File: config.mk
export PLATFORM = sky130hd
export DESIGN_NAME = gatrp_top
export DESIGN_NICKNAME = d
export VERILOG_FILES = /design/src/include/gatrp_pkg.sv /design/src/include/gatrp_out_if.sv /design/src/hw/gatrp_gate_sync.sv /design/src/hw/gatrp_idle_mux.sv /design/src/hw/gatrp_top.sv
export SDC_FILE = /design/constraint.sdc
export NUM_CORES = 1
export LEC_CHECK = 0
export BUFFER_PORTS_ARGS = -buffer_cell sky130_fd_sc_hd__buf_2
export CAP_MARGIN = 20
export CELL_PAD_IN_SITES_DETAIL_PLACEMENT = 1
export CELL_PAD_IN_SITES_GLOBAL_PLACEMENT = 1
export CORE_ASPECT_RATIO = 0.6
export CORE_MARGIN = 1.5
export CORE_UTILIZATION = 47
export CTS_CLUSTER_SIZE = 12
export DETAILED_ROUTE_END_ITERATION = 8
export PLACE_DENSITY_LB_ADDON = 0.2
export SYNTH_ARGS = -nofsm -noshare
export SYNTH_HDL_FRONTEND = slang
export SYNTH_SLANG_ARGS = --single-unit
File: constraint.sdc
create_clock -name clk_sys -period 6.84 [get_ports clk_sys]
set_input_delay 0.684 -clock clk_sys [delete_from_list [all_inputs] [get_ports clk_sys]]
set_output_delay 0.684 -clock clk_sys [all_outputs]
set_load 0.02 [all_outputs]
File: src/include/gatrp_pkg.sv
package gatrp_pkg;
  localparam int NCH  = 4;
  localparam int SW   = 16;
  localparam int AW   = 8;
  localparam int SELW = 6;
  localparam int NEV  = 4;

  // Register byte offsets
  localparam logic [AW-1:0] OFS_MODE     = 8'h00;
  localparam logic [AW-1:0] OFS_MSZ_LO   = 8'h04;
  localparam logic [AW-1:0] OFS_MSZ_HI   = 8'h08;
  localparam logic [AW-1:0] OFS_LOOPS    = 8'h0C;
  localparam logic [AW-1:0] OFS_CTRL     = 8'h10;
  localparam logic [AW-1:0] OFS_STATUS   = 8'h14;
  localparam logic [AW-1:0] OFS_IRQ_ST   = 8'h18;
  localparam logic [AW-1:0] OFS_IRQ_MASK = 8'h1C;
  localparam logic [AW-1:0] OFS_POS      = 8'h20;
  localparam logic [AW-1:0] OFS_IDLE0    = 8'h30;
  localparam logic [AW-1:0] OFS_CUST0    = 8'h40;

  // Operating modes
  localparam logic [31:0] MODE_MEM_GATE  = 32'h0000_0400;
  localparam logic [31:0] MODE_FIFO_GATE = 32'h0000_2000;

  // Idle level selector codes
  localparam logic [SELW-1:0] IDLE_NEG  = 6'h02;
  localparam logic [SELW-1:0] IDLE_POS  = 6'h04;
  localparam logic [SELW-1:0] IDLE_HOLD = 6'h08;
  localparam logic [SELW-1:0] IDLE_ZERO = 6'h10;
  localparam logic [SELW-1:0] IDLE_USER = 6'h20;

  // Control, status and event bit positions
  localparam int CTRL_START  = 0;
  localparam int CTRL_STOP   = 1;
  localparam int CTRL_GSRC   = 2;
  localparam int CTRL_EN_LSB = 4;
  localparam int STS_RUN     = 0;
  localparam int STS_GATE    = 1;
  localparam int STS_PLAY    = 2;
  localparam int EV_DONE     = 0;
  localparam int EV_UNDER    = 1;
  localparam int EV_GRISE    = 2;
  localparam int EV_GFALL    = 3;

  // Reset values and loop codes
  localparam logic [31:0]    RST_MODE    = MODE_MEM_GATE;
  localparam logic [63:0]    RST_MEMSIZE = 64'h0000_0000_0000_0020;
  localparam logic [31:0]    LOOP_INF    = 32'h0000_0000;
  localparam logic [31:0]    RST_LOOPS   = 32'h0000_0001;
  localparam logic [NCH-1:0] RST_CHEN    = 4'hF;

  typedef enum logic [2:0] {
    ST_IDLE  = 3'h1,
    ST_PAUSE = 3'h2,
    ST_PLAY  = 3'h4
  } gatrp_state_t;
endpackage : gatrp_pkg

File: src/include/gatrp_out_if.sv
`timescale 1ns/1ps
interface gatrp_out_if;
  import gatrp_pkg::*;
  logic                  smp_valid;
  logic [NCH*SW-1:0]     smp_data;
  logic [NCH-1:0]        ch_en;
  logic [NCH*SELW-1:0]   idle_sel;
  logic [NCH*SW-1:0]     custom;
  modport src (output smp_valid, smp_data, ch_en, idle_sel, custom);
  modport snk (input smp_valid, smp_data, ch_en, idle_sel, custom);
endinterface : gatrp_out_if

File: src/hw/gatrp_gate_sync.sv
`timescale 1ns/1ps
module gatrp_gate_sync
  import gatrp_pkg::*;
(
  // Clock and reset
  input  wire logic clk_sys,
  input  wire logic resetn,
  // Gate sources
  input  wire logic gate_pin,
  input  wire logic gate_int,
  input  wire logic src_ext,
  // Gate level and edges
  output logic      gate,
  output logic      rise,
  output logic      fall
);
  logic sync1_q;
  logic sync2_q;
  logic sel;

  always_ff @(posedge clk_sys or negedge resetn) begin
    if (!resetn) begin
      sync1_q <= 1'h0;
      sync2_q <= 1'h0;
    end else begin
      sync1_q <= gate_pin;
      sync2_q <= sync1_q;
    end
  end

  assign sel = src_ext ? sync2_q : gate_int;

  // Edges are aligned with the change of the level output
  always_ff @(posedge clk_sys or negedge resetn) begin
    if (!resetn) begin
      gate <= 1'h0;
      rise <= 1'h0;
      fall <= 1'h0;
    end else begin
      gate <= sel;
      rise <= sel & ~gate;
      fall <= ~sel & gate;
    end
  end
endmodule : gatrp_gate_sync

File: src/hw/gatrp_idle_mux.sv
`timescale 1ns/1ps
module gatrp_idle_mux
  import gatrp_pkg::*;
#(
  parameter int DIG_BITS = 1
) (
  // Clock and reset
  input  wire logic        clk_sys,
  input  wire logic        resetn,
  // Samples and idle settings
  gatrp_out_if.snk         oif,
  // Converter words
  output logic [NCH*SW-1:0] dac_data
);
  // Digital lines sit above the two's complement analog field
  localparam logic [SW-1:0] LVL_ZERO = {SW{1'h0}};
  localparam logic [SW-1:0] LVL_NEG  =
    {{(SW-1){1'h0}}, 1'h1} << (SW - DIG_BITS - 1);
  localparam logic [SW-1:0] LVL_POS  = ~LVL_NEG;

  logic [SW-1:0] last_q [NCH];

  function automatic logic [SW-1:0] idle_lvl(
    input logic [SELW-1:0] s,
    input logic [SW-1:0]   last,
    input logic [SW-1:0]   cust
  );
    case (s)
      IDLE_NEG:  idle_lvl = LVL_NEG;   // [RQ4]
      IDLE_POS:  idle_lvl = LVL_POS;   // [RQ5]
      IDLE_HOLD: idle_lvl = last;      // [RQ6]
      IDLE_USER: idle_lvl = cust;      // [RQ7] [RQ8] [RQ9]
      default:   idle_lvl = LVL_ZERO;  // [RQ1] [RQ3]
    endcase
  endfunction : idle_lvl

  always_ff @(posedge clk_sys or negedge resetn) begin
    if (!resetn) begin
      dac_data <= {(NCH*SW){1'h0}};
      for (int c = 0; c < NCH; c++) last_q[c] <= {SW{1'h0}};
    end else begin
      for (int c = 0; c < NCH; c++) begin
        if (oif.smp_valid && oif.ch_en[c]) begin
          dac_data[c*SW +: SW] <= oif.smp_data[c*SW +: SW];
          last_q[c]            <= oif.smp_data[c*SW +: SW];
        end else begin
          // Idle level stands until the next sample arrives
          dac_data[c*SW +: SW] <= idle_lvl(           // [RQ2] [RQ10]
            oif.idle_sel[c*SELW +: SELW], last_q[c],
            oif.custom[c*SW +: SW]);
        end
      end
    end
  end
endmodule : gatrp_idle_mux

File: src/hw/gatrp_top.sv
// Design decisions made here: the address map and the APB register port.
`timescale 1ns/1ps
// Operation
// RQ1: Default idle output after replay is the zero level.
// RQ2: Idle level stays until the next replayed sample appears.
// RQ3: Selector 16 gives converter zero, digital lines low.
// RQ4: Selector 2 gives most negative code, digital lines low.
// RQ5: Selector 4 gives most positive code, digital lines high.
// RQ6: Selector 8 holds the final sample including digital lines.
// RQ7: Selector 32 outputs a 16-bit custom word in sample format.
// RQ8: Custom word also sets each synchronous digital line.
// RQ9: Each of four channels has its own selector and custom word.
// RQ10: Channels not enabled always show their idle level.
// RQ11: Gated replay outputs samples only while the gate is true.
// RQ12: Gate end pauses replay; next gate continues where it stopped.
// RQ13: Memory mode, loops one: stop at count end, cutting the gate.
// RQ14: Memory mode, loops zero: wrap to start without gap, run on.
// RQ15: Mode code 400h selects memory gating, 2000h stream gating.
// RQ16: Memory mode replays exactly the programmed sample count.
// RQ17: Stream mode: zero runs until stop or underrun, else N gates.
// RQ18: Host keeps the sample stream flowing to avoid underrun.
// RQ19: Gate comes from the trigger engine with fixed start latency.
module gatrp_top
  import gatrp_pkg::*;
#(
  parameter int MEM_AW   = 32,
  parameter int DIG_BITS = 1
) (
  // Clock and reset
  input  wire logic              clk_sys,
  input  wire logic              resetn,

  // APB register port
  input  wire logic [AW-1:0]     paddr,
  input  wire logic              psel,
  input  wire logic              penable,
  input  wire logic              pwrite,
  input  wire logic [31:0]       pwdata,
  output logic [31:0]            prdata,
  output logic                   pready,
  output logic                   pslverr,

  // Gate sources
  input  wire logic              gate_pin,
  input  wire logic              gate_int,

  // Sample memory read port, one cycle latency
  output logic                   mem_rd,
  output logic [MEM_AW-1:0]      mem_addr,
  input  wire logic [NCH*SW-1:0] mem_rdata,

  // Host sample stream
  input  wire logic [NCH*SW-1:0] s_data,
  input  wire logic              s_valid,
  output logic                   s_ready,

  // Converter side and status
  output logic [NCH*SW-1:0]      dac_data,
  output logic                   replay_active,
  output logic                   irq
);

  // Configuration
  logic [31:0]     mode_q;
  logic [63:0]     memsize_q;
  logic [31:0]     loops_q;
  logic            gsrc_q;
  logic [NCH-1:0]  chen_q;
  logic [SELW-1:0] idle_sel_q [NCH];
  logic [SW-1:0]   custom_q   [NCH];
  logic [NEV-1:0]  irq_st_q;
  logic [NEV-1:0]  irq_mask_q;

  // Replay engine
  gatrp_state_t    state_q;
  logic            fifo_q;
  logic [63:0]     ptr_q;
  logic [31:0]     gates_q;
  logic            rd_v_q;
  logic            f_v_q;
  logic [NCH*SW-1:0] f_data_q;

  // Bus decode
  logic            wr_en;
  logic            setup;
  logic            hit;
  logic [31:0]     rdata;
  logic            start;
  logic            stop;
  logic            mode_ok;

  // Gate and engine terms
  logic            gate;
  logic            g_rise;
  logic            g_fall;
  logic            run;
  logic            play_now;
  logic            std_rd;
  logic            fifo_take;
  logic            underrun;
  logic            last_smp;
  logic            done_std;
  logic            gate_end;
  logic            done_fifo;
  logic            done;
  logic [NEV-1:0]  ev;

  gatrp_out_if oif ();

  function automatic logic is_idle(input logic [AW-1:0] a);
    is_idle = (a[AW-1:4] == OFS_IDLE0[AW-1:4]) && (a[1:0] == 2'h0);
  endfunction : is_idle

  function automatic logic is_cust(input logic [AW-1:0] a);
    is_cust = (a[AW-1:4] == OFS_CUST0[AW-1:4]) && (a[1:0] == 2'h0);
  endfunction : is_cust

  // APB: zero wait states, every access completes in its first access cycle
  assign pready  = 1'h1;
  assign wr_en   = psel & penable & pwrite;
  assign setup   = psel & ~penable;
  assign start   = wr_en && (paddr == OFS_CTRL) && pwdata[CTRL_START];
  assign stop    = wr_en && (paddr == OFS_CTRL) && pwdata[CTRL_STOP];
  assign mode_ok = (mode_q == MODE_MEM_GATE) ||
                   (mode_q == MODE_FIFO_GATE);  // [RQ15]

  always_comb begin
    hit   = 1'h1;
    rdata = 32'h0000_0000;
    case (paddr)
      OFS_MODE:     rdata = mode_q;
      OFS_MSZ_LO:   rdata = memsize_q[31:0];
      OFS_MSZ_HI:   rdata = memsize_q[63:32];
      OFS_LOOPS:    rdata = loops_q;
      OFS_CTRL: begin
        rdata[CTRL_GSRC]            = gsrc_q;
        rdata[CTRL_EN_LSB +: NCH]   = chen_q;
      end
      OFS_STATUS: begin
        rdata[STS_RUN]  = run;
        rdata[STS_GATE] = gate;
        rdata[STS_PLAY] = play_now;
      end
      OFS_IRQ_ST:   rdata[NEV-1:0] = irq_st_q;
      OFS_IRQ_MASK: rdata[NEV-1:0] = irq_mask_q;
      OFS_POS:      rdata = ptr_q[31:0];
      default: begin
        if (is_idle(paddr)) begin
          rdata[SELW-1:0] = idle_sel_q[paddr[3:2]];
        end else if (is_cust(paddr)) begin
          rdata[SW-1:0] = custom_q[paddr[3:2]];
        end else begin
          hit = 1'h0;
        end
      end
    endcase
  end

  // Read data and error are captured in the setup cycle
  always_ff @(posedge clk_sys or negedge resetn) begin
    if (!resetn) begin
      prdata  <= 32'h0000_0000;
      pslverr <= 1'h0;
    end else if (setup) begin
      prdata  <= pwrite ? 32'h0000_0000 : rdata;
      pslverr <= ~hit;
    end
  end

  // Mode, count, gate source and channel enable settings
  always_ff @(posedge clk_sys or negedge resetn) begin
    if (!resetn) begin
      mode_q    <= RST_MODE;
      memsize_q <= RST_MEMSIZE;
      loops_q   <= RST_LOOPS;
      gsrc_q    <= 1'h1;
      chen_q    <= RST_CHEN;
    end else if (wr_en) begin
      case (paddr)
        OFS_MODE:   mode_q            <= pwdata;
        OFS_MSZ_LO: memsize_q[31:0]   <= pwdata;
        OFS_MSZ_HI: memsize_q[63:32]  <= pwdata;
        OFS_LOOPS:  loops_q           <= pwdata;
        OFS_CTRL: begin
          gsrc_q <= pwdata[CTRL_GSRC];
          chen_q <= pwdata[CTRL_EN_LSB +: NCH];
        end
        default: ;
      endcase
    end
  end

  // Per-channel idle selection
  always_ff @(posedge clk_sys or negedge resetn) begin
    if (!resetn) begin
      for (int c = 0; c < NCH; c++) begin
        idle_sel_q[c] <= IDLE_ZERO;  // [RQ1]
        custom_q[c]   <= {SW{1'h0}};
      end
    end else if (wr_en) begin
      if (is_idle(paddr)) begin
        idle_sel_q[paddr[3:2]] <= pwdata[SELW-1:0];  // [RQ9]
      end
      if (is_cust(paddr)) begin
        custom_q[paddr[3:2]] <= pwdata[SW-1:0];  // [RQ9]
      end
    end
  end

  // Gate source: pin through a synchroniser or the trigger engine
  gatrp_gate_sync u_gate (
    .clk_sys  (clk_sys),
    .resetn   (resetn),
    .gate_pin (gate_pin),
    .gate_int (gate_int),
    .src_ext  (gsrc_q),
    .gate     (gate),
    .rise     (g_rise),
    .fall     (g_fall)
  );  // [RQ19]

  assign run       = (state_q != ST_IDLE);
  assign play_now  = (state_q == ST_PLAY) && gate;  // [RQ11]
  assign std_rd    = play_now && !fifo_q;
  assign fifo_take = play_now && fifo_q && s_valid;
  // An empty stream while the gate is open ends the replay
  assign underrun  = play_now && fifo_q && !s_valid;  // [RQ17] [RQ18]
  assign last_smp  = (ptr_q + 64'h1) >= memsize_q;  // [RQ16]
  assign done_std  = std_rd && last_smp && (loops_q != LOOP_INF);  // [RQ13]
  assign gate_end  = (state_q == ST_PLAY) && g_fall;
  assign done_fifo = gate_end && fifo_q && (loops_q != LOOP_INF) &&
                     ((gates_q + 32'h1) == loops_q);  // [RQ17]
  assign done      = done_std || done_fifo;

  // Replay state
  always_ff @(posedge clk_sys or negedge resetn) begin
    if (!resetn) begin
      state_q <= ST_IDLE;
      fifo_q  <= 1'h0;
    end else begin
      case (state_q)
        ST_IDLE: begin
          if (start && mode_ok) begin
            state_q <= ST_PAUSE;
            fifo_q  <= (mode_q == MODE_FIFO_GATE);  // [RQ15]
          end
        end
        ST_PAUSE: begin
          if (stop) begin
            state_q <= ST_IDLE;
          end else if (gate) begin
            state_q <= ST_PLAY;  // [RQ12]
          end
        end
        ST_PLAY: begin
          if (stop || done || underrun) begin
            state_q <= ST_IDLE;
          end else if (!gate) begin
            state_q <= ST_PAUSE;  // [RQ12]
          end
        end
        default: state_q <= ST_IDLE;
      endcase
    end
  end

  // Memory position survives pauses so replay resumes in place
  always_ff @(posedge clk_sys or negedge resetn) begin
    if (!resetn) begin
      ptr_q <= 64'h0;
    end else if (state_q == ST_IDLE && start) begin
      ptr_q <= 64'h0;
    end else if (std_rd) begin
      ptr_q <= last_smp ? 64'h0 : ptr_q + 64'h1;  // [RQ12] [RQ14]
    end
  end

  // Gate count for the stream form
  always_ff @(posedge clk_sys or negedge resetn) begin
    if (!resetn) begin
      gates_q <= 32'h0;
    end else if (state_q == ST_IDLE && start) begin
      gates_q <= 32'h0;
    end else if (gate_end && fifo_q) begin
      gates_q <= gates_q + 32'h1;  // [RQ17]
    end
  end

  assign mem_rd   = std_rd;
  assign mem_addr = ptr_q[MEM_AW-1:0];
  assign s_ready  = play_now && fifo_q;

  // Sample pipeline toward the output stage
  always_ff @(posedge clk_sys or negedge resetn) begin
    if (!resetn) begin
      rd_v_q   <= 1'h0;
      f_v_q    <= 1'h0;
      f_data_q <= {(NCH*SW){1'h0}};
    end else begin
      rd_v_q <= std_rd;
      f_v_q  <= fifo_take;
      if (fifo_take) begin
        f_data_q <= s_data;
      end
    end
  end

  assign oif.smp_valid = rd_v_q || f_v_q;
  assign oif.smp_data  = rd_v_q ? mem_rdata : f_data_q;
  assign oif.ch_en     = chen_q;

  always_comb begin
    for (int c = 0; c < NCH; c++) begin
      oif.idle_sel[c*SELW +: SELW] = idle_sel_q[c];
      oif.custom[c*SW +: SW]       = custom_q[c];
    end
  end

  gatrp_idle_mux #(
    .DIG_BITS (DIG_BITS)
  ) u_mux (
    .clk_sys  (clk_sys),
    .resetn   (resetn),
    .oif      (oif),
    .dac_data (dac_data)
  );

  assign replay_active = run;

  // Interrupt events
  always_comb begin
    ev           = {NEV{1'h0}};
    ev[EV_DONE]  = done;
    ev[EV_UNDER] = underrun;
    ev[EV_GRISE] = run && g_rise;
    ev[EV_GFALL] = run && g_fall;
  end

  // Events win over a clear in the same cycle
  always_ff @(posedge clk_sys or negedge resetn) begin
    if (!resetn) begin
      irq_st_q   <= {NEV{1'h0}};
      irq_mask_q <= {NEV{1'h0}};
    end else begin
      if (wr_en && paddr == OFS_IRQ_ST) begin
        irq_st_q <= (irq_st_q & ~pwdata[NEV-1:0]) | ev;
      end else begin
        irq_st_q <= irq_st_q | ev;
      end
      if (wr_en && paddr == OFS_IRQ_MASK) begin
        irq_mask_q <= pwdata[NEV-1:0];
      end
    end
  end

  assign irq = |(irq_st_q & irq_mask_q);
endmodule : gatrp_top

==> run metrics, run 1 <==
total negative slack=0 ns; power share of the clock group=44.5%; number of hold violations in the final report=0; H-Tree Depth=2; largest voltage drop on the vdd net=0.000196 V; number of core rows=70; met3 GRT Util=13.0%; Placeable Area=0.0610 sq mm; starting DRC count in detailed routing=2303; P&R area growth vs syn=13.1%; sum of routed wire length over all layers=106000 um; Initial DRT Pass Iterations=5; synth cell count leaders=sky130_fd_sc_hd__dfrtp_1 (548), sky130_fd_sc_hd__nand2_1 (415), sky130_fd_sc_hd__mux2_2 (209), sky130_fd_sc_hd__nor2_1 (187), sky130_fd_sc_hd__clkbuf_1 (141); detailed placement HPWL=77300 um; overall die width=324 um; number of synthesized register bits=561; top flip-flop cell by instance count after synthesis=sky130_fd_sc_hd__dfrtp_1; logic gate share of total power=6.6%; share of synthesized flip-flops with an asynchronous set or reset=100%; Placed Cells=3763; type of element capturing the critical path=flip-flop; Worst Reg-to-Reg Cells=20; Inserted Clock Buffers=56; port buffer count=308; worst setup path category=flip-flop to flip-flop; CTS clk-pin slew, worst paths=0.07 ns; max-cap violation count=0; I/O pin count=310; static power due to leakage=16.7 nW; worst min path class=primary input to asynchronous set/reset pin; top cells by area, synth=sky130_fd_sc_hd__dfrtp_1 (47%), sky130_fd_sc_hd__mux2_2 (8.1%), sky130_fd_sc_hd__nand2_1 (5.4%), sky130_fd_sc_hd__a21o_1 (3.4%), sky130_fd_sc_hd__ha_1 (2.8%); gr usage total=33.6%; post_cts resized=0; number of antenna violations at the first check in global routing=6; met1 usage=50.4%; Post-CTS Hold Fix Bufs=0; total nets after synthesis=3042; maximum operating frequency=171 MHz; pin count of the biggest net entering global routing=157; Gate Count Post-Synth=2800; type of element launching the critical path=flip-flop; global-route wire length before repair=160000 um; clock tree from TritonCTS=built; final worst slack=0.987 ns; Die Span Y=195 um; number of inserted filler cells in the final layout=6719; final routed wire length divided by cell count=27.4 um; required time reported for the critical path endpoint=7.38 ns; CTS root buffer=sky130_fd_sc_hd__clkbuf_16; CTS max path bufs=3; library cells used by synthesis=77; vias after detailed routing=24100; arrival time at the worst endpoint=6.40 ns; Post-Layout Cell Count=3876; Clk Latency, worst-skew pair=0.65 ns; fraction of layout instances using a drive strength above 1=23.3%; cell type with the highest aggregate area in the netlist=sky130_fd_sc_hd__dfrtp_1; share of the synthesized area in the top cell type=47.3%; sequential fraction of design power=48.9%; Least-Margin Pin Slew=1.17 ns; relative slew slack=21.7%; Starting Density=47.6%; vias in the first global route=24900; switching fraction of total power=25.2%; Final Max Tran Viols=0; postcts setup bufs=0; areal power density over the cells=212 mW/mm^2; area enclosed by the die boundary=0.0633 sq mm; peak fanout along the critical path=28; total net switching power=1.75 mW; status=finished clean; most frequent cell after synthesis=sky130_fd_sc_hd__dfrtp_1; number of design rule violations left after detail routing=0; count of flip-flops with a built-in enable after synthesis=0; RSZ-0062 raised after global routing=false; clock skew after layout=0.0135 ns; setup-violating endpoint count in the final report=0; Syn Std Cell Area=0.0290 sq mm; cell-internal power=5.19 mW; pre-CTS worst setup slack=1.08 ns; count of synthesis-stage warnings from yosys=0; Mean Syn Cell Area=10.4 sq um; net count of the finished layout=3236; GR peak layer=met1; minimum clock period after layout=5.85 ns; Seq/Total Area, Yosys=48.4%; met2 track utilization from global routing=45.5%; Final GP Congestion=0.944; GRT overflow=0; final cycle utilization of the critical path=85.6%; count of clock tree sinks=561; average via count per standard cell=6.21; antenna viol nets, final=0
layout make-up:
type / instances / area, sq um / share of cell area [%]
Inverter: 86 / 323 / 0.984
Clock buffer: 98 / 1670 / 5.09
Sequential cell: 561 / 14100 / 42.9
Timing Repair Buffer: 348 / 1880 / 5.74
Multi-Input combinational cell: 1941 / 13700 / 41.8
Antenna cell: 6 / 15.0 / 0.0458
Tap cell: 828 / 1040 / 3.16
Clock inverter: 8 / 95.1 / 0.290
metrics by stage:
stage	area, sq um	util [%]	power, mW	hold WS (ns)
2_1_floorplan	29000	-	3.64	0.331
6_report	32800	53.8	6.94	0.0582
3_3_place_gp	31000	50.9	3.89	0.343
5_1_grt	32800	53.8	7.14	0.0607
4_1_cts	32800	53.8	6.97	0.0535
3_5_place_dp	31000	50.9	3.90	0.347
final timing paths:
check,slack (ns),from,end
min in group clk_sys,0.15,gate_pin,u_gate.sync1_q
max in group asynchronous,5.38,resetn,rd_v_q
worst max register to register,0.99,ptr_q[0],ptr_q[50]
worst max-delay path,0.99,ptr_q[0],ptr_q[50]
worst min register to register,0.38,u_gate.sync1_q,u_gate.sync2_q
worst min-delay path,0.06,resetn,f_data_q[51]
per-layer routing:
| metal | vias up | part of all wire (%) |
|---|---|---|
| met2 | 985 | 41 |
| met1 | 12600 | 46 |
| li1 | 10300 | - |
| met5 | - | 0.025 |
| met4 | 4 | 1.9 |
| met3 | 151 | 12 |
state kept, by name (all words and copies together), names as in the netlist, 3 cells and up:
signal,flops
ptr_q,64
u_mux.dac_data,64
idle_sel_q,24
irq_mask_q,4
u_mux.last_q,64
loops_q,32
chen_q,4
state_q,3
gates_q,32
prdata,32
irq_st_q,4
f_data_q,64
custom_q,64
memsize_q,64
mode_q,32
critical path, stage by stage, from the launching register on:
cell                      delay, ns
sky130_fd_sc_hd__dfrtp_1       0.55
sky130_fd_sc_hd__ha_1          0.32
sky130_fd_sc_hd__nand4_1       0.22
sky130_fd_sc_hd__nor3_2        0.48
sky130_fd_sc_hd__nand4_1       0.14
sky130_fd_sc_hd__buf_4         0.22
sky130_fd_sc_hd__nor3_2        0.42
sky130_fd_sc_hd__nand2_1       0.19
sky130_fd_sc_hd__or3_1         0.42
sky130_fd_sc_hd__xnor2_1       0.24
sky130_fd_sc_hd__ha_1          0.28
sky130_fd_sc_hd__nand4_1       0.13
sky130_fd_sc_hd__nor2_1        0.08
sky130_fd_sc_hd__a211o_1       0.29
sky130_fd_sc_hd__a211o_1       0.24
sky130_fd_sc_hd__a211o_1       0.35
sky130_fd_sc_hd__a211o_1       0.46
sky130_fd_sc_hd__buf_4         0.33
sky130_fd_sc_hd__a21oi_1       0.16
sky130_fd_sc_hd__o21ai_0       0.10
sky130_fd_sc_hd__o31ai_1       0.11
kinds of logic after synthesis:
group / synth area share [%]
simple gates: 14.0
fa+ha+maj: 2.85
xor+xnor: 4.02
other cells: 0.0129
buf+inv: 4.54
flops: 48.4
compound gates: 13.7
mux: 12.4
layout by cell type, fill, tap and decap left out, types with 7 or more instances in the layout:
cell type / count
sky130_fd_sc_hd__dfrtp_1: 547
sky130_fd_sc_hd__nand2_1: 410
sky130_fd_sc_hd__buf_2: 308
sky130_fd_sc_hd__mux2_2: 209
sky130_fd_sc_hd__nor2_1: 186
sky130_fd_sc_hd__a21o_1: 130
sky130_fd_sc_hd__a22oi_1: 102
sky130_fd_sc_hd__o21ai_0: 102
sky130_fd_sc_hd__inv_1: 85
sky130_fd_sc_hd__xnor2_1: 77
sky130_fd_sc_hd__mux2i_1: 76
sky130_fd_sc_hd__ha_1: 66
sky130_fd_sc_hd__nand3_1: 61
sky130_fd_sc_hd__xor2_1: 56
sky130_fd_sc_hd__clkbuf_16: 56
sky130_fd_sc_hd__a32o_1: 43
sky130_fd_sc_hd__a21oi_1: 37
sky130_fd_sc_hd__nand4_1: 35
sky130_fd_sc_hd__buf_4: 35
sky130_fd_sc_hd__and3_1: 31
sky130_fd_sc_hd__clkbuf_1: 31
sky130_fd_sc_hd__nor4_1: 30
sky130_fd_sc_hd__nor3_1: 27
sky130_fd_sc_hd__a221oi_1: 24
sky130_fd_sc_hd__mux4_2: 22
sky130_fd_sc_hd__a221o_1: 18
sky130_fd_sc_hd__o31ai_1: 18
sky130_fd_sc_hd__a22o_1: 16
sky130_fd_sc_hd__nor2b_1: 16
sky130_fd_sc_hd__dfstp_2: 13
sky130_fd_sc_hd__and4_1: 12
sky130_fd_sc_hd__clkbuf_8: 11
sky130_fd_sc_hd__or3_1: 9
sky130_fd_sc_hd__nor3b_1: 8
sky130_fd_sc_hd__nand2b_1: 7
sky130_fd_sc_hd__a211oi_1: 7
power groups by stage:
stage	Combinational, mW	Clock, mW	Sequential, mW
5_1_grt	0.494	3.26	3.39
6_report	0.457	3.09	3.39
3_5_place_dp	0.450	0	3.45
4_1_cts	0.453	3.13	3.39
3_3_place_gp	0.438	0	3.45
2_1_floorplan	0.217	0	3.43
(Power assumes the default switching activity.)
==> inputs of run 2 (changes only) <==
Settings changed: RECOVER_POWER set to 25.
==> run 2 against run 1 <==
Against the previous run:
- via count down 0.20%
- critical endpoint unchanged
- count of clock-buffer cells in the layout is the same
- largest power group unchanged
- non-clock buffer count did not move
- the flow now finishes with violations (max-capacitance violations, max-slew violations)
- global-route usage is the same
- critical path type unchanged
==> run metrics, run 2 (synthesis results as in run 1) <==
status=complete, but fails checks (was finished clean); failing checks=max-capacitance violations, max-slew violations; type of element launching the critical path=flip-flop (unchanged); Final Max Tran Viols=127 (was 0); pin count of the biggest net entering global routing=157 (unchanged); final routed wire length divided by cell count=27.4 um (about the same); logic gate share of total power=6.6% (about the same); sum of routed wire length over all layers=106000 um (about the same); largest voltage drop on the vdd net=0.000193 V (was 0.000196 V); gr usage total=33.6% (unchanged); slowest stage delay, CP=0.54 ns (was 0.55 ns); cell-internal power=5.19 mW (about the same); Register-to-Register Setup Slack=1.0 ns (was 0.99 ns); area enclosed by the die boundary=0.0633 sq mm (unchanged); Placeable Area=0.0610 sq mm (unchanged); startpoint of the worst hold path=gate_pin; starting DRC count in detailed routing=2360 (was 2303); type of element capturing the critical path=flip-flop (unchanged); net count of the finished layout=3236 (unchanged); Die Span Y=195 um (unchanged); switching fraction of total power=25.2% (about the same); Setup crit start=ptr_q[0] (unchanged); minimum clock period after layout=5.84 ns (was 5.85 ns); arrival time at the worst endpoint=6.39 ns (was 6.40 ns); count of clock tree sinks=561 (unchanged); commonest cells after routing, fill and taps aside=sky130_fd_sc_hd__dfrtp_1 (547), sky130_fd_sc_hd__nand2_1 (410), sky130_fd_sc_hd__buf_2 (308) (unchanged); relative slew slack=-237% (was 21.7%); clock tree from TritonCTS=built (unchanged); static power due to leakage=16.7 nW (about the same); Placed Cells=3763 (unchanged); Inserted Clock Buffers=56 (unchanged); total negative slack=0 ns (unchanged); Post-Layout Cell Count=3876 (unchanged); worst reg2reg path startpoint=ptr_q[0] (unchanged); port buffer count=308 (unchanged); postcts setup bufs=0 (unchanged); number of antenna violations at the first check in global routing=6 (unchanged); worst min path class=primary input to flip-flop (was primary input to asynchronous set/reset pin); post_cts resized=0 (unchanged); global-route wire length before repair=160000 um (unchanged); number of core rows=70 (unchanged); Most Frequent Cell on Critical Path=sky130_fd_sc_hd__a211o_1 (unchanged); library cell contributing the largest single delay on the critical path=sky130_fd_sc_hd__dfrtp_1 (unchanged); GRT overflow=0 (unchanged); number of hold violations in the final report=0 (unchanged); fraction of layout instances using a drive strength above 1=23.2% (was 23.3%); CTS root buffer=sky130_fd_sc_hd__clkbuf_16 (unchanged); vias in the first global route=24900 (unchanged); total net switching power=1.75 mW (about the same); Crit path buffers/inverters=2 (unchanged); vias after detailed routing=24000 (was 24100); Clk Latency, worst-skew pair=0.65 ns (about the same); RSZ-0062 raised after global routing=false (unchanged); clock skew after layout=0.0156 ns (was 0.0135 ns); overall power after layout=6.94 mW (about the same); Post-CTS Hold Fix Bufs=0 (unchanged); antenna viol nets, final=0 (unchanged); P&R area growth vs syn=13.0% (was 13.1%); number of design rule violations left after detail routing=0 (unchanged); overall die width=324 um (unchanged); H-Tree Depth=2 (unchanged); required time reported for the critical path endpoint=7.38 ns (about the same); detailed placement HPWL=77300 um (unchanged); areal power density over the cells=212 mW/mm^2 (about the same); critical path's top delay family=simple AND/OR/NAND/NOR gates (unchanged); CP cell instances=ha_1 > nand4_1 > nor3_2 > nand4_1 > buf_4 > nor3_2 > nand2_1 > or3_1 > xnor2_1 > ha_1 > nand4_1 > nor2_1 > a211o_1 > a211o_1 > a211o_1 > a211o_1 > buf_4 > a21oi_1 > o21ai_0 > o31ai_1 (unchanged); Initial DRT Pass Iterations=6 (was 5); average via count per standard cell=6.19 (was 6.21); Least-Margin Pin Slew=5.06 ns (was 1.17 ns); setup-violating endpoint count in the final report=0 (unchanged); power share of the clock group=44.5% (about the same); I/O pin count=310 (unchanged); peak fanout along the critical path=28 (unchanged); final cycle utilization of the critical path=85.5% (was 85.6%); Starting Density=47.6% (unchanged); maximum operating frequency=171 MHz (about the same); worst setup path category=flip-flop to flip-flop (unchanged); commonest non-fill, non-tap cell in the layout=sky130_fd_sc_hd__dfrtp_1 (unchanged); sequential fraction of design power=48.9% (about the same); Final GP Congestion=0.944 (unchanged); CTS clk-pin slew, worst paths=0.07 ns (about the same); max-cap violation count=2 (was 0); CTS max path bufs=3 (unchanged)
==> run 2: cell types whose count changed in the layout (fill, tap and decap cells not counted), sizes merged <==
| cell | change |
|---|---|
| buf | -5 |
| clkbuf | +5 |
==> run 2: cell type report <==
class                      instances  area, sq um
antenna                            6         15.0
clock buffer                      98         1670
clock inverter                     8         95.1
fill                            6723        28200
inverter                          86          323
multi-input combinational       1941        13700
sequential                       561        14100
tap                              828         1040
timing repair buffer             348         1860
==> run 2: worst paths after layout <==
path | endpoint | cells after the start
max | ptr_q[50] | 20
min | u_gate.sync1_q | 1
max reg2reg | ptr_q[50] | 20
min reg2reg | u_gate.sync2_q | 0
max in group asynchronous | custom_q[15] | 2
min in group asynchronous | f_data_q[51] | 1
==> run 2: worst reg2reg max path: stages (launching register included) <==
cell and delay, ns:
sky130_fd_sc_hd__dfrtp_1 0.54, sky130_fd_sc_hd__ha_1 0.32, sky130_fd_sc_hd__nand4_1 0.22, sky130_fd_sc_hd__nor3_2 0.49, sky130_fd_sc_hd__nand4_1 0.15, sky130_fd_sc_hd__buf_4 0.22
sky130_fd_sc_hd__nor3_2 0.42, sky130_fd_sc_hd__nand2_1 0.19, sky130_fd_sc_hd__or3_1 0.42, sky130_fd_sc_hd__xnor2_1 0.24, sky130_fd_sc_hd__ha_1 0.28, sky130_fd_sc_hd__nand4_1 0.13
sky130_fd_sc_hd__nor2_1 0.08, sky130_fd_sc_hd__a211o_1 0.29, sky130_fd_sc_hd__a211o_1 0.24, sky130_fd_sc_hd__a211o_1 0.35, sky130_fd_sc_hd__a211o_1 0.46, sky130_fd_sc_hd__buf_4 0.33
sky130_fd_sc_hd__a21oi_1 0.18, sky130_fd_sc_hd__o21ai_0 0.10, sky130_fd_sc_hd__o31ai_1 0.11
==> run 2: layer usage <==
metal / GRT usage (%) / part of all wire, %
met4: 7.25 / 1.9
met3: 13.0 / 12
met2: 45.5 / 41
met1: 50.4 / 45
met5: 0 / 0.025
==> run 2: metrics by stage <==
step | area, sq um | utilization [%] | hold slack [ns] | worst slack (ns)
final | 32800 | 53.8 | 0.146 | 0.995
after floorplan | 29000 | - | 0.331 | 1.92
after global routing | 32800 | 53.8 | 0.118 | 0.410
after CTS | 32800 | 53.8 | 0.0535 | 1.03
after detailed placement | 31000 | 50.9 | 0.347 | 1.08
after global placement | 31000 | 50.9 | 0.343 | 1.39
==> run 2: power by group through the flow <==
stage                     sequential (mW)  clock [mW]  combinational [mW]
after floorplan                      3.43           0               0.217
after global placement               3.45           0               0.438
after detailed placement             3.45           0               0.450
after CTS                            3.39        3.13               0.453
after global routing                 3.39        3.26               0.494
final                                3.39        3.09               0.457
